==> config.mk <==
export PLATFORM = sky130hd
export DESIGN_NAME = clock_ctl
export DESIGN_NICKNAME = d
export VERILOG_FILES = /design/src/clock_ctl.v
export VERILOG_INCLUDE_DIRS = /design/src
export SDC_FILE = /design/constraint.sdc
export NUM_CORES = 1
export LEC_CHECK = 0
export BUFFER_PORTS_ARGS = -buffer_cell sky130_fd_sc_hd__buf_2
export CORE_ASPECT_RATIO = 0.9
export CORE_MARGIN = 1.5
export CORE_UTILIZATION = 30
export DETAILED_ROUTE_END_ITERATION = 16
export PLACE_DENSITY_LB_ADDON = 0.05
export SLEW_MARGIN = 40
export SYNTH_ARGS = -nofsm -noshare
export SYNTH_HDL_FRONTEND = slang
export SYNTH_SLANG_ARGS = --single-unit
==> constraint.sdc <==
create_clock -name clk -period 3.4 [get_ports clk]
set_clock_uncertainty 0.2 [all_clocks]
set_input_delay 0.68 -clock clk [delete_from_list [all_inputs] [get_ports clk]]
set_output_delay 0.68 -clock clk [all_outputs]
set_load 0.01 [all_outputs]
==> src/clock_ctl_regs.vh <==
// Register map, field layout, reset values and constants of the clock control block
// What this block does
// - Slow select: 0 prescaled main, 1 32k
// - Fast select: 0 PLL, 1 main; reset 1
// - No PLL select while PLL powered down
// - No PLL select before PLL is stable
// - Unstable PLL makes PLL select no-op
// - Power-down bit stops PLL; resets 1
// - No power-down while PLL is selected
// - Aux clock 1 runs if enabled, stable
// - Aux clock 2 runs if enabled, stable
// - Power-on flag set by detect, cleared by 0
// - System clock is source over divisor+1
// - Multiply codes 011/100/101; reset 100
// - Fast prescaler resets 4Fh unless programming
// - Slow clock is main over 2(divisor+1)
// - Aux clock 1 is main over divisor+1
// - Aux clock 2 is main over divisor+1
// - Aux prescaler resets to FFh
`ifndef CLOCK_CTL_REGS_VH
`define CLOCK_CTL_REGS_VH

// ****************************************
// Register indices
// ****************************************
`define ADDR_CLOCK_RESET_CONTROL 3'h0
`define ADDR_FAST_CLOCK_PRESCALER 3'h1
`define ADDR_SLOW_CLOCK_PRESCALER 3'h2
`define ADDR_AUX_CLOCK_PRESCALER 3'h3
`define ADDR_IRQ_STATUS 3'h4
`define ADDR_IRQ_ENABLE 3'h5
`define ADDR_IRQ_CLEAR 3'h6

// ****************************************
// Control register fields
// ****************************************
`define BIT_SLOW_SELECT 0
`define BIT_FAST_SOURCE_SELECT 1
`define BIT_PLL_POWER_DOWN 2
`define BIT_AUX1_ENABLE 3
`define BIT_AUX2_ENABLE 4
`define BIT_POWER_ON 5
`define CONTROL_RESET 8'h26

// ****************************************
// Prescaler fields and reset values
// ****************************************
`define FAST_DIV_MSB 3
`define FAST_DIV_LSB 0
`define PLL_MODE_MSB 6
`define PLL_MODE_LSB 4
`define FAST_PRESCALER_RESET 8'h4F
`define SLOW_PRESCALER_RESET 8'hB6
`define AUX_PRESCALER_RESET 8'hFF
`define PLL_MODE_3X 3'h3
`define PLL_MODE_4X 3'h4
`define PLL_MODE_5X 3'h5

// ****************************************
// Interrupt status bits
// ****************************************
`define IRQ_PLL_SELECTED 0
`define IRQ_WRITE_REFUSED 1
`define IRQ_POWER_ON 2
`define IRQ_WIDTH 3

`endif

==> src/clock_ctl.v <==
// Clock source selection, prescalers and control registers
//
// Implementation choices: the plain strobed port and the register offsets.
`timescale 1ns/1ps
`default_nettype none
`include "clock_ctl_regs.vh"

module clock_ctl
(
  input  wire       clk,
  input  wire       rst_b,
  input  wire [2:0] addr,
  input  wire [7:0] wdata,
  input  wire       wr,
  input  wire       rd,
  output reg  [7:0] rdata,
  input  wire       main_clk_pin,
  input  wire       osc32k_pin,
  input  wire       pll_clk_pin,
  input  wire       pll_stable,
  input  wire       main_stable,
  input  wire       power_on_detect,
  input  wire       programming_mode,
  output reg        sys_clk_en,
  output reg        slow_clk_en,
  output reg        aux1_clk_en,
  output reg        aux2_clk_en,
  output reg        pll_stop,
  output reg  [2:0] pll_mult,
  output reg        irq
);

  // ****************************************
  // Pin synchronisers and edge ticks
  // ****************************************
  // Stage one feeds stage two only; edges come from stages two and three
  reg [6:0] sync1_r;
  reg [6:0] sync2_r;
  reg [2:0] sync3_r;
  wire      main_tick;
  wire      osc_tick;
  wire      pll_tick;
  wire      pll_ok;
  wire      main_ok;
  wire      por_in;
  wire      programming_mode_in;

  // No reset here: programming mode must be seen at the reset edge,
  // and stage three tracks the pins so no false edge follows reset
  always @(posedge clk)
  begin
    sync1_r <= {programming_mode, power_on_detect, main_stable, pll_stable,
                pll_clk_pin, osc32k_pin, main_clk_pin};
    sync2_r <= sync1_r;
    sync3_r <= sync2_r[2:0];
  end

  assign main_tick = sync2_r[0] & ~sync3_r[0];
  assign osc_tick  = sync2_r[1] & ~sync3_r[1];
  assign pll_tick  = sync2_r[2] & ~sync3_r[2];
  assign pll_ok    = sync2_r[3];
  assign main_ok   = sync2_r[4];
  assign por_in    = sync2_r[5];
  assign programming_mode_in   = sync2_r[6];

  // ****************************************
  // Registers
  // ****************************************
  reg                  slow_sel_r;
  reg                  fast_source_select_r;
  reg                  pll_power_down_r;
  reg                  aux1_enable_r;
  reg                  aux2_enable_r;
  reg                  power_on_r;
  reg [7:0]            fast_clock_prescaler_r;
  reg [7:0]            slow_clock_prescaler_r;
  reg [7:0]            auxiliary_clock_prescaler_r;
  reg [`IRQ_WIDTH-1:0] irq_status_r;
  reg [`IRQ_WIDTH-1:0] irq_enable_r;
  reg [`IRQ_WIDTH-1:0] irq_event;
  reg                  fast_nxt;
  reg                  pwd_nxt;
  wire                 wr_ctl;

  assign wr_ctl = wr && (addr == `ADDR_CLOCK_RESET_CONTROL);

  // Guarded source switch; checks use the bits as they stand before the write
  always @*
  begin
    fast_nxt  = fast_source_select_r;
    pwd_nxt   = pll_power_down_r;
    irq_event = {`IRQ_WIDTH{1'b0}};
    if (wr_ctl)
    begin
      if (wdata[`BIT_FAST_SOURCE_SELECT])
        fast_nxt = 1'b1;
      else if (!pll_power_down_r && pll_ok)
        fast_nxt = 1'b0;
      else if (fast_source_select_r)
        irq_event[`IRQ_WRITE_REFUSED] = 1'b1;
      if (!wdata[`BIT_PLL_POWER_DOWN])
        pwd_nxt = 1'b0;
      else if (fast_source_select_r)
        pwd_nxt = 1'b1;
      else if (!pll_power_down_r)
        irq_event[`IRQ_WRITE_REFUSED] = 1'b1;
    end
    irq_event[`IRQ_PLL_SELECTED] = fast_source_select_r & ~fast_nxt;
    irq_event[`IRQ_POWER_ON]     = por_in;
  end

  always @(posedge clk)
  begin
    if (!rst_b)
    begin
      slow_sel_r                  <= 1'b0;
      fast_source_select_r        <= 1'b1;
      pll_power_down_r            <= 1'b1;
      aux1_enable_r               <= 1'b0;
      aux2_enable_r               <= 1'b0;
      power_on_r                  <= 1'b1;
      slow_clock_prescaler_r      <= `SLOW_PRESCALER_RESET;
      auxiliary_clock_prescaler_r <= `AUX_PRESCALER_RESET;
      irq_status_r                <= {`IRQ_WIDTH{1'b0}};
      irq_enable_r                <= {`IRQ_WIDTH{1'b0}};
      // Programming mode keeps the earlier prescaler setting
      if (!programming_mode_in)
        fast_clock_prescaler_r <= `FAST_PRESCALER_RESET;
    end
    else
    begin
      fast_source_select_r <= fast_nxt;
      pll_power_down_r     <= pwd_nxt;
      if (wr_ctl)
      begin
        slow_sel_r    <= wdata[`BIT_SLOW_SELECT];
        aux1_enable_r <= wdata[`BIT_AUX1_ENABLE];
        aux2_enable_r <= wdata[`BIT_AUX2_ENABLE];
      end
      // Detection wins over a clearing write
      if (por_in)
        power_on_r <= 1'b1;
      else if (wr_ctl && !wdata[`BIT_POWER_ON])
        power_on_r <= 1'b0;
      // Reserved bit 7 is held at zero
      if (wr && addr == `ADDR_FAST_CLOCK_PRESCALER)
        fast_clock_prescaler_r <= {1'b0, wdata[6:0]};
      if (wr && addr == `ADDR_SLOW_CLOCK_PRESCALER)
        slow_clock_prescaler_r <= wdata;
      if (wr && addr == `ADDR_AUX_CLOCK_PRESCALER)
        auxiliary_clock_prescaler_r <= wdata;
      if (wr && addr == `ADDR_IRQ_ENABLE)
        irq_enable_r <= wdata[`IRQ_WIDTH-1:0];
      // New events win over the clear
      if (wr && addr == `ADDR_IRQ_CLEAR)
        irq_status_r <= (irq_status_r & ~wdata[`IRQ_WIDTH-1:0]) | irq_event;
      else
        irq_status_r <= irq_status_r | irq_event;
    end
  end

  // ****************************************
  // Read port
  // ****************************************
  always @(posedge clk)
  begin
    if (!rst_b)
      rdata <= 8'h00;
    else if (rd)
    begin
      case (addr)
        `ADDR_CLOCK_RESET_CONTROL:
          rdata <= {2'b00, power_on_r, aux2_enable_r, aux1_enable_r,
                    pll_power_down_r, fast_source_select_r, slow_sel_r};
        `ADDR_FAST_CLOCK_PRESCALER:
          rdata <= fast_clock_prescaler_r;
        `ADDR_SLOW_CLOCK_PRESCALER:
          rdata <= slow_clock_prescaler_r;
        `ADDR_AUX_CLOCK_PRESCALER:
          rdata <= auxiliary_clock_prescaler_r;
        `ADDR_IRQ_STATUS:
          rdata <= {5'h00, irq_status_r};
        `ADDR_IRQ_ENABLE:
          rdata <= {5'h00, irq_enable_r};
        default:
          rdata <= 8'h00;
      endcase
    end
    else
      rdata <= 8'h00;
  end

  // ****************************************
  // System clock prescaler
  // ****************************************
  // Divisor is compared on every tick, so a change takes hold at once; software keeps it still on PLL
  reg  [3:0] sys_cnt_r;
  wire       sys_src_tick;
  wire [3:0] fast_divisor;

  assign fast_divisor = fast_clock_prescaler_r[`FAST_DIV_MSB:`FAST_DIV_LSB];
  assign sys_src_tick = fast_source_select_r ? main_tick : pll_tick;

  always @(posedge clk)
  begin
    if (!rst_b)
    begin
      sys_cnt_r  <= 4'h0;
      sys_clk_en <= 1'b0;
    end
    else
    begin
      sys_clk_en <= 1'b0;
      if (sys_src_tick)
      begin
        if (sys_cnt_r >= fast_divisor)
        begin
          sys_cnt_r  <= 4'h0;
          sys_clk_en <= 1'b1;
        end
        else
          sys_cnt_r <= sys_cnt_r + 4'h1;
      end
    end
  end

  // ****************************************
  // Slow clock prescaler and select
  // ****************************************
  reg  [8:0] slow_cnt_r;
  wire [8:0] slow_last;

  assign slow_last = {slow_clock_prescaler_r, 1'b1};

  always @(posedge clk)
  begin
    if (!rst_b)
    begin
      slow_cnt_r  <= 9'h000;
      slow_clk_en <= 1'b0;
    end
    else
    begin
      slow_clk_en <= slow_sel_r ? osc_tick : 1'b0;
      if (main_tick)
      begin
        if (slow_cnt_r >= slow_last)
        begin
          slow_cnt_r <= 9'h000;
          if (!slow_sel_r)
            slow_clk_en <= 1'b1;
        end
        else
          slow_cnt_r <= slow_cnt_r + 9'h001;
      end
    end
  end

  // ****************************************
  // Auxiliary prescalers
  // ****************************************
  // Counter held cleared while stopped, so restart gives a full period
  wire [1:0] aux_run;
  wire [1:0] aux_pulse;

  assign aux_run = {aux2_enable_r & main_ok, aux1_enable_r & main_ok};

  genvar g;
  generate
    for (g = 0; g < 2; g = g + 1)
    begin : aux_div
      reg  [3:0] cnt_r;
      reg        pulse_r;
      wire [3:0] divisor;

      assign divisor = auxiliary_clock_prescaler_r[g*4+3:g*4];

      always @(posedge clk)
      begin
        if (!rst_b || !aux_run[g])
        begin
          cnt_r   <= 4'h0;
          pulse_r <= 1'b0;
        end
        else
        begin
          pulse_r <= 1'b0;
          if (main_tick)
          begin
            if (cnt_r >= divisor)
            begin
              cnt_r   <= 4'h0;
              pulse_r <= 1'b1;
            end
            else
              cnt_r <= cnt_r + 4'h1;
          end
        end
      end
      assign aux_pulse[g] = pulse_r;
    end
  endgenerate

  // ****************************************
  // Outputs to aux clocks, PLL and interrupt
  // ****************************************
  always @(posedge clk)
  begin
    if (!rst_b)
    begin
      aux1_clk_en <= 1'b0;
      aux2_clk_en <= 1'b0;
      pll_stop    <= 1'b1;
      pll_mult    <= `PLL_MODE_4X;
      irq         <= 1'b0;
    end
    else
    begin
      aux1_clk_en <= aux_pulse[0] & aux_run[0];
      aux2_clk_en <= aux_pulse[1] & aux_run[1];
      pll_stop    <= pll_power_down_r;
      pll_mult    <= fast_clock_prescaler_r[`PLL_MODE_MSB:`PLL_MODE_LSB];
      irq         <= |(irq_status_r & irq_enable_r);
    end
  end

endmodule
`default_nettype wire

# Yosys cells after proc, flatten, opt, wreduce, memory -nomap -nowiden

Index checks and enable logic that the tools add are counted.

$add $sub $neg: 4
Multipliers: 0
Div/mod/pow operators: 0
Order comparisons: 4
Eq/ne operators: 9
Shifts and indexed selects: 0
Mux-type cells: 29
Bitwise operators: 19
Reduce and logical (&&, ||, !) cells: 24

Operators with widths:

| kind                  | count |
|---|---|
| $pmux W8 S6           | 1 |
| $mux W8               | 3 |
| $mux W1               | 20 |
| $add A4 B1 Y4 const B | 3 |
| $ge A4 B4 Y1          | 3 |
| $mux W4               | 3 |
| $add A9 B1 Y9 const B | 1 |
| $eq A3 B3 Y1 const B  | 3 |
| $ge A9 B9 Y1          | 1 |
| $mux W9               | 1 |
| $and A1 B1 Y1         | 8 |
| $logic_and A1 B1 Y1   | 8 |
| $reduce_and A2 Y1     | 4 |
| $and A3 B3 Y3         | 2 |
| $eq A3 B2 Y1 const B  | 2 |
| $not A1 Y1            | 6 |
| $or A3 B3 Y3          | 2 |
| $reduce_or A2 Y1      | 3 |
| $logic_not A1 Y1      | 5 |
| $ne A2 B1 Y1 const B  | 2 |
| $eq A3 B1 Y1 const B  | 1 |
| $logic_not A3 Y1      | 1 |
| $mux W3               | 1 |
| $not A3 Y3            | 1 |
| other kinds (3)       | 4 |

Register bits: 93
Bits in latches: 0
Bits in writable memories: 0
Bits in read-only memories: 0
Input port bits: 22
Output and inout port bits: 17
Logic and storage cells: 117
Memories kept: 0

# Logic depth before layout (Yosys ltp)

Gate-level depths: netlist of the first run.

Depth in word-level cells: 10
Depth in mapped cells: 7
Mapped depth without buffers: 7

# Worst setup path before layout of the first run

OpenSTA, ideal clock, no wires.

Kind: input-to-reg
Start: input rst_b
End: register fast_clock_prescaler_r[0], enable pin
Library setup time: 0.381 ns
Arrival: 1.587 ns
Data required time: 2.819 ns
Path slack: 1.232 ns
Cell stages on the path: 3
Cell sequence: buf_2 -> clkbuf_1 -> o21ai_0

Word-level cells in the longest chain between the ends: 2
Elaborated cells between the ends (all ways): 3

RTL lines:

| what                                                          | RTL line        | RTL |
|---|---|---|
| from (decl)                                                   | clock_ctl.v:11  | `input wire rst_b,` |
| $ne A2 B1 Y1 (no source line) or $ne A2 B2 Y1 (tied branches) | n/a             |  |
| $reduce_and A2 Y1 (no source line) *                          | n/a             |  |
| to (signal assigned)                                          | clock_ctl.v:128 | `` fast_clock_prescaler_r <= `FAST_PRESCALER_RESET; `` |
| to (signal assigned)                                          | clock_ctl.v:147 | `fast_clock_prescaler_r <= {1'b0, wdata[6:0]};` |
| to (decl)                                                     | clock_ctl.v:75  | `reg [7:0] fast_clock_prescaler_r;` |

Mark *: on every way between the ends. The rest lies on a longest branch, timed or not.
A chain may end at the register's enable or synchronous reset.

# Final worst setup path of the first run

Start: register slow_clock_prescaler_r[0]
End: register slow_cnt_r[2]

Word-level cells in the longest chain between the ends: 2

RTL lines:

| what                   | RTL line        | RTL |
|---|---|---|
| from (decl)            | clock_ctl.v:76  | `reg [7:0] slow_clock_prescaler_r;` |
| from (signal assigned) | clock_ctl.v:122 | `` slow_clock_prescaler_r <= `SLOW_PRESCALER_RESET; `` |
| from (signal assigned) | clock_ctl.v:149 | `slow_clock_prescaler_r <= wdata;` |
| $ge A9 B9 Y1           | clock_ctl.v:247 | `if (slow_cnt_r >= slow_last)` |
| $mux W9                | clock_ctl.v:247 |  |
| to (signal assigned)   | clock_ctl.v:254 | `slow_cnt_r <= slow_cnt_r + 9'h001;` |
| to (decl)              | clock_ctl.v:230 | `reg [8:0] slow_cnt_r;` |

Every way passes these cells.

==> flow_summary.yaml, run 1 <==
outcome:
  outcome: "finished, final reports clean"
floorplanning:
  die_ht_um: 114
  start_util: 0.306
  io-pin-count: 39
  core_region_area_um2: 13300
  design.die.area_um2: 14300
  die_w_um: 126
  placement_rows: 40
synth:
  post_synth_and_or_nand_nor_area_fraction: 0.192
  synth-adder-area-share: 0.0737
  synthXorXnorAreaFrac: 0.0301
  syn_area_um2: 4080
  number_of_different_library_cells_in_the_post_synthesis_netlist: 54
  ys_async_sr_fraction: 0
  post_synth_mux_area_share: 0.0550
  postSynthNetCount: 452
  synth_compound_gate_area_share: 0.125
  synth_enable_flop_cells: 7
  synth_top_flop_cell: "dfxtp_1"
  yosysSeqAreaShare: 0.469
  ys_ff_latch: 92
  synthCells: 406
  largest_family_of_logic_cells_by_synthesized_area: "simple AND/OR/NAND/NOR gates"
  avgSynthCellArea_um2: 10.0
  synthesis.yosys.warnings: 0
sta:
  timing.final.crit_share: 0.591
  hold_violations_final: 0
  finalMaxSlewViolations: 0
  fin_setup_tns_ps: 0
  fmax_ghz: 0.498
  setup-violations-final: 0
  max_slew_margin: 0.616
  tightestPinTransition_ps: 575
  finalCriticalPeriod_ps: 2010
  grt_setup_unrepaired: "false"
worst_setup_path:
  cp_startpoint_kind: "register"
  critical_path.endpoint_type: "register"
  path_buf_inv: 1
  critical_path_cell_by_cell: "inv_1, ha_1, a21oi_1, o22ai_1, o21ai_2, nand2_1, o22ai_1"
  critical_path.max_stage_delay_ps: 360
  timing.critical_path.arrival_ps: 2080
  required_ps: 3470
  timing.critical_path.slowest_stage_cell: "dfxtp_1"
  worst-setup-path-type: "reg -> reg"
  path_delay_family: "compound AO/OA/AOI/OAI gates"
  timing.critical_path.mode_cell: "o22ai_1"
  worst-path-max-fanout: 7
clock_tree:
  cts_root_buf: "clkbuf_16"
  clock_tree_from_tritoncts: "done"
  cts_max_level: 3
  worst_skew_pair.late_latency_ps: 350
  setup_bufs_post_cts: 0
  cts_inserted_buffers: 9
  ctsLongestPathBuffers: 2
  cts.hold.buffers_added: 0
  cts.reportedPaths.clkPinSlew_ps: 70
  clkSinkCount: 92
  post_cts_resized: 0
flow_run:
  cap_viol_max_count: 0
layout:
  stdcell_count: 614
  area_growth_syn_to_layout_pct: 14.8
  drive_above_1_share: 0.177
  nets: 487
  num-fill-cells: 1379
  fin_util: 0.351
  num_antenna_cells: 0
  layout.cell_area.non_filler_um2: 4680
placement:
  placed_cell_area_um2: 4370
  final_hpwl_dp_um: 6900
  gp_routability_congestion: 0.742
  place.detailed.instances: 598
  buffer_ports.inserted: 38
route:
  detail_route.wirelength_um: 9490
  detail_route.drc_violations: 0
  vias: 2832
  initialDrtViolationCount: 120
  wl_per_cell_um: 15.5
  first_pass_iters: 7
  final_antenna_net_count: 0
  post_drt_via_cell_ratio: 4.61
grt:
  gr_ovfl_total: 0
  via_count_of_the_first_global_routing_pass: 2846
  first_pass_grt_wire_length_um: 15400
  grt_antenna_before_repair: 0
  grt_use_total: 0.144
  pin_count_of_the_biggest_net_entering_global_routing: 25
power_and_ir_drop:
  power.static_leakage_nw: 2.01
  powerDensity_nw_per_um2: 497
  irDropWorstVdd_mv: 0.249
min_path:
  min_path_type: "reg -> reg"
## area by class of cell
| type | instances | area [um2] | area share |
|---|---|---|---|
| Clock inverter | 5 | 62.6 | 0.0134 |
| Tap cell | 168 | 210 | 0.0449 |
| Timing Repair Buffer | 41 | 213 | 0.0455 |
| Inverter | 26 | 97.6 | 0.0209 |
| Sequential cell | 92 | 1910 | 0.409 |
| Multi-Input combinational cell | 271 | 1940 | 0.415 |
| Clock buffer | 11 | 243 | 0.0519 |
## kinds of logic after synthesis
kind of cell / Yosys count
XOR/XNOR: 14
AO/OA/AOI/OAI: 69
flip-flops: 92
multiplexers: 16
AND/OR/NAND/NOR: 148
buffers and inverters: 43
adder cells (fa/ha/maj): 24
## worst paths after layout
kind / startpoint / end / slack, ps / cells past startpoint
worst min-delay path: sync1_r[4] / sync2_r[4] / 130 / 0
worst max-delay path: slow_clock_prescaler_r[0] / slow_cnt_r[2] / 1390 / 7
worst min register to register: sync1_r[4] / sync2_r[4] / 130 / 0
worst max register to register: slow_clock_prescaler_r[0] / slow_cnt_r[2] / 1390 / 7
## layer usage
metal  up-vias  wire, um  GRT usage  part of all wire
li1       1457         -          -                 -
met1      1324      4480      0.178              0.47
met2        47      4530      0.239              0.48
met3         4       412     0.0502             0.043
met4         0        70     0.0414            0.0074
met5         -         0          0                 0
## Yosys cell counts, types with 3 or more instances
library cell / number / area (um2)
a21o_1: 7 / 52.6
buf_2: 3 / 15.0
o211ai_1: 10 / 75.1
buf_4: 3 / 22.5
nand4_1: 6 / 37.5
nand2_1: 52 / 195
mux2i_1: 10 / 100
xnor2_1: 8 / 70.1
nand2b_1: 12 / 75.1
edfxtp_1: 7 / 210
nor2_1: 23 / 86.3
a21oi_1: 16 / 80.1
mux4_2: 5 / 113
and2_1: 11 / 68.8
nor3_1: 4 / 20.0
dfxtp_1: 85 / 1700
buf_6: 5 / 56.3
ha_1: 24 / 300
a21boi_0: 8 / 60.1
inv_1: 26 / 97.6
nor2b_1: 11 / 68.8
o21ai_2: 3 / 26.3
clkbuf_1: 5 / 18.8
o21ai_0: 6 / 30.0
xor2_1: 6 / 52.6
and3_1: 3 / 18.8
nand3_1: 12 / 60.1
## flip-flops by register name, summed over array words and instances, names as in the netlist, 2 cells and up
| register | count |
|---|---|
| sync2_r | 7 |
| sync3_r | 3 |
| slow_cnt_r | 9 |
| rdata | 8 |
| aux_div.pulse_r | 2 |
| sync1_r | 7 |
| aux_div.cnt_r | 8 |
| irq_status_r | 3 |
| fast_clock_prescaler_r | 7 |
| pll_mult | 3 |
| slow_clock_prescaler_r | 8 |
| sys_cnt_r | 4 |
| irq_enable_r | 3 |
| auxiliary_clock_prescaler_r | 8 |
## through the flow
stage / total power, mW / setup slack, ps / hold WS (ps)
2_1_floorplan: 1.27 / 1230 / 110
3_3_place_gp: 1.32 / 1080 / 111
3_5_place_dp: 1.32 / 1040 / 112
4_1_cts: 2.37 / 1350 / 129
5_1_grt: 2.43 / 1200 / 134
6_report: 2.32 / 1390 / 127
## where the power goes
part / switching, mW / internal [mW]
Clock: 0.435 / 0.593
Sequential: 0.0189 / 1.12
Combinational: 0.0885 / 0.0635
## cell usage in the layout, fill, tap and decap left out, drive strengths merged, types with 3 or more instances in the layout
cell / Yosys / layout
dfxtp: 85 / 85
nand2: 52 / 52
buf: 11 / 41
inv: 26 / 26
ha: 24 / 24
nor2: 24 / 24
a21oi: 16 / 16
nand2b: 14 / 14
nor2b: 13 / 13
nand3: 12 / 12
and2: 11 / 11
o211ai: 11 / 11
clkbuf: 6 / 11
a21boi: 11 / 11
mux2i: 10 / 10
o21ai: 9 / 9
xnor2: 8 / 8
a21o: 8 / 8
edfxtp: 7 / 7
nand4: 6 / 6
xor2: 6 / 6
mux4: 5 / 5
nor3: 5 / 5
and3: 3 / 3
a31oi: 3 / 3
## worst reg2reg max path, stage by stage, from the launching register on
cell and delay, ps:
dfxtp_1 360, inv_1 70, ha_1 280, a21oi_1 160, o22ai_1 120, o21ai_2 300, nand2_1 230, o22ai_1 200
Note: power is estimated with default switching activity, not from simulation.
==> inputs of run 2 (changes only) <==
==> constraint.sdc (replaced) <==
create_clock -name clk -period 1.7 [get_ports clk]
set_clock_uncertainty 0.2 [all_clocks]
set_input_delay 0.34 -clock clk [delete_from_list [all_inputs] [get_ports clk]]
set_output_delay 0.34 -clock clk [all_outputs]
set_load 0.01 [all_outputs]
==> run 2 against run 1 <==
Compared with the run above: the run now ends with setup timing left; total power rose by 96%; global-route usage up 0.87 points; critical path depth unchanged; maximum frequency up 17%; core utilization grew 5.8 points; non-clock buffer count is 61 higher; combinational power rose to 2.8 times the previous value; sequential share of layout area down 5.4 points; design area grew 17%; sequential cell count did not move; largest cell class unchanged; largest power group unchanged.
==> flow_summary.yaml, run 2 (synthesis results as in run 1) <==
outcome:
  outcome: "finished with violations"
  violated_checks: "setup timing"
min_path:
  min_path_type: "in -> reg"
floorplanning:
  io-pin-count: 39
  core_region_area_um2: 13300
  placement_rows: 40
  die_w_um: 126
  die_ht_um: 114
  design.die.area_um2: 14300
  start_util: 0.306
layout:
  drive_above_1_share: 0.370
  largest-register: "slow_cnt_r"
  mostFrequentLayoutCells: "68 x dfxtp_1, 51 x buf_4, 50 x nand2_1"
  num_antenna_cells: 0
  final_common_cell: "dfxtp_1"
  area_growth_syn_to_layout_pct: 33.8
  nets: 548
  largest_register_ffs: 9
  layout.cell_area.non_filler_um2: 5450
clock_tree:
  ctsLongestPathBuffers: 2
  clock_tree_from_tritoncts: "done"
  clkSinkCount: 92
  worst_skew_pair.late_latency_ps: 340
  cts_inserted_buffers: 9
  cts_root_buf: "clkbuf_16"
  cts.reportedPaths.clkPinSlew_ps: 60
  cts_max_level: 3
route:
  met3RoutedLength_um: 290
  vias: 3062
  top_layer_used: "met4"
  initialDrtViolationCount: 80
  first_pass_iters: 6
  wl_per_cell_um: 14.9
  final_antenna_net_count: 0
  detail_route.wirelength_um: 10100
  drt-met1-wl_um: 4820
  detail_route.drc_violations: 0
  met2_wirelength_um: 4830
  post_drt_via_cell_ratio: 4.54
power_and_ir_drop:
  irDropWorstVdd_mv: 0.463
  powerDensity_nw_per_um2: 837
  power.static_leakage_nw: 2.32
placement:
  gp_routability_congestion: 0.734
  placed_cell_area_um2: 4780
  buffer_ports.inserted: 38
  final_hpwl_dp_um: 7430
sta:
  timing.final.crit_share: 1.01
  hold-worst-slack_ps: 43.7
  max_slew_margin: 0.751
  finalCriticalPeriod_ps: 1720
  timing.final.ws_setup_ps: -15.3
  grt_setup_unrepaired: "true"
  tightestPinTransition_ps: 372
  setup-violations-final: 1
  finalMaxSlewViolations: 0
  fmax_ghz: 0.583
  hold_violations_final: 0
grt:
  grt_antenna_before_repair: 0
  grt_use_total: 0.153
  via_count_of_the_first_global_routing_pass: 3170
  first_pass_grt_wire_length_um: 16600
  gr_ovfl_total: 0
  pin_count_of_the_biggest_net_entering_global_routing: 22
worst_setup_path:
  worst-setup-path-type: "reg -> reg"
  critical_path.endpoint_type: "register"
  r2r_slack_ps: -20
  required_ps: 1770
  worst-path-max-fanout: 7
  cp_startpoint_kind: "register"
  timing.critical_path.arrival_ps: 1790
flow_run:
  cap_viol_max_count: 0
-- run 2: cell count changes in the layout (fill, tap and decap cells not counted), moves of 3 or more --
cell,previous run,this run
nand2b_1,12,9
ha_4,0,9
dfxtp_2,0,16
inv_1,26,17
dfxtp_1,85,68
buf_12,0,5
a21oi_1,16,9
a21oi_2,0,6
dlygate4sd3_1,0,7
nand2b_4,2,5
ha_1,24,14
inv_2,0,9
buf_4,3,51
-- run 2: final cells by class --
class                           instances  area [um2]
Clock inverter                          2        10.0
Timing Repair Buffer                  102         754
Fill cell                            1339        7860
Clock buffer                           13         260
Sequential cell                        92        1940
Tap cell                              168         210
Multi-Input combinational cell        271        2180
Inverter                               26        97.6
-- run 2: through the flow --
| stage | setup WS (ps) | TNS, ps | utilization | total power, mW | instances |
|---|---|---|---|---|---|
| after global placement | -157 | -1730 | 0.359 | 2.71 | 644 |
| after detailed placement | -221 | -2330 | 0.359 | 2.71 | 644 |
| after CTS | -75.4 | -111 | 0.401 | 4.64 | 670 |
| after global routing | -93.7 | -880 | 0.410 | 4.79 | 674 |
| final | -15.3 | -15.3 | 0.410 | 4.56 | 674 |
| after floorplan | 5.71 | 0 | - | 2.54 | 406 |
-- run 2: timing repair --
action                                  4_1_cts  5_1_grt
hold endpoints to repair                      7        0
gates resized for setup                      42       26
buffers inserted                              5        4
hold buffers                                  7        0
endpoints found under the setup margin       24       24
pin swaps                                    31       19
-- run 2: routing by layer --
layer / track usage / vias up
li1: - / 1578
met1: 0.191 / 1443
met2: 0.259 / 32
met3: 0.0436 / 9
met4: 0.0421 / 0
met5: 0 / -
-- run 2: critical path, stage by stage (launching register included) --
cell	delay, ps
dfxtp_2	320
inv_1	50
ha_4	270
a21oi_4	50
o22ai_2	200
o21ai_4	120
a211o_1	280
a21boi_1	140
-- run 2: final timing paths --
kind,from,cells past startpoint,endpoint
worst max-delay path,slow_clock_prescaler_r[0],7,slow_clk_en
worst min-delay path,wdata[7],3,auxiliary_clock_prescaler_r[7]
worst max register to register,slow_clock_prescaler_r[0],7,slow_clk_en
worst min register to register,sync1_r[2],0,sync2_r[2]
-- run 2: power by group --
| part | switching (mW) | internal [mW] | leakage [nW] | total (mW) |
|---|---|---|---|---|
| combinational | 0.213 | 0.217 | 1.42 | 0.430 |
| sequential | 0.0363 | 2.25 | 0.761 | 2.29 |
| clock | 0.789 | 1.06 | 0.135 | 1.85 |
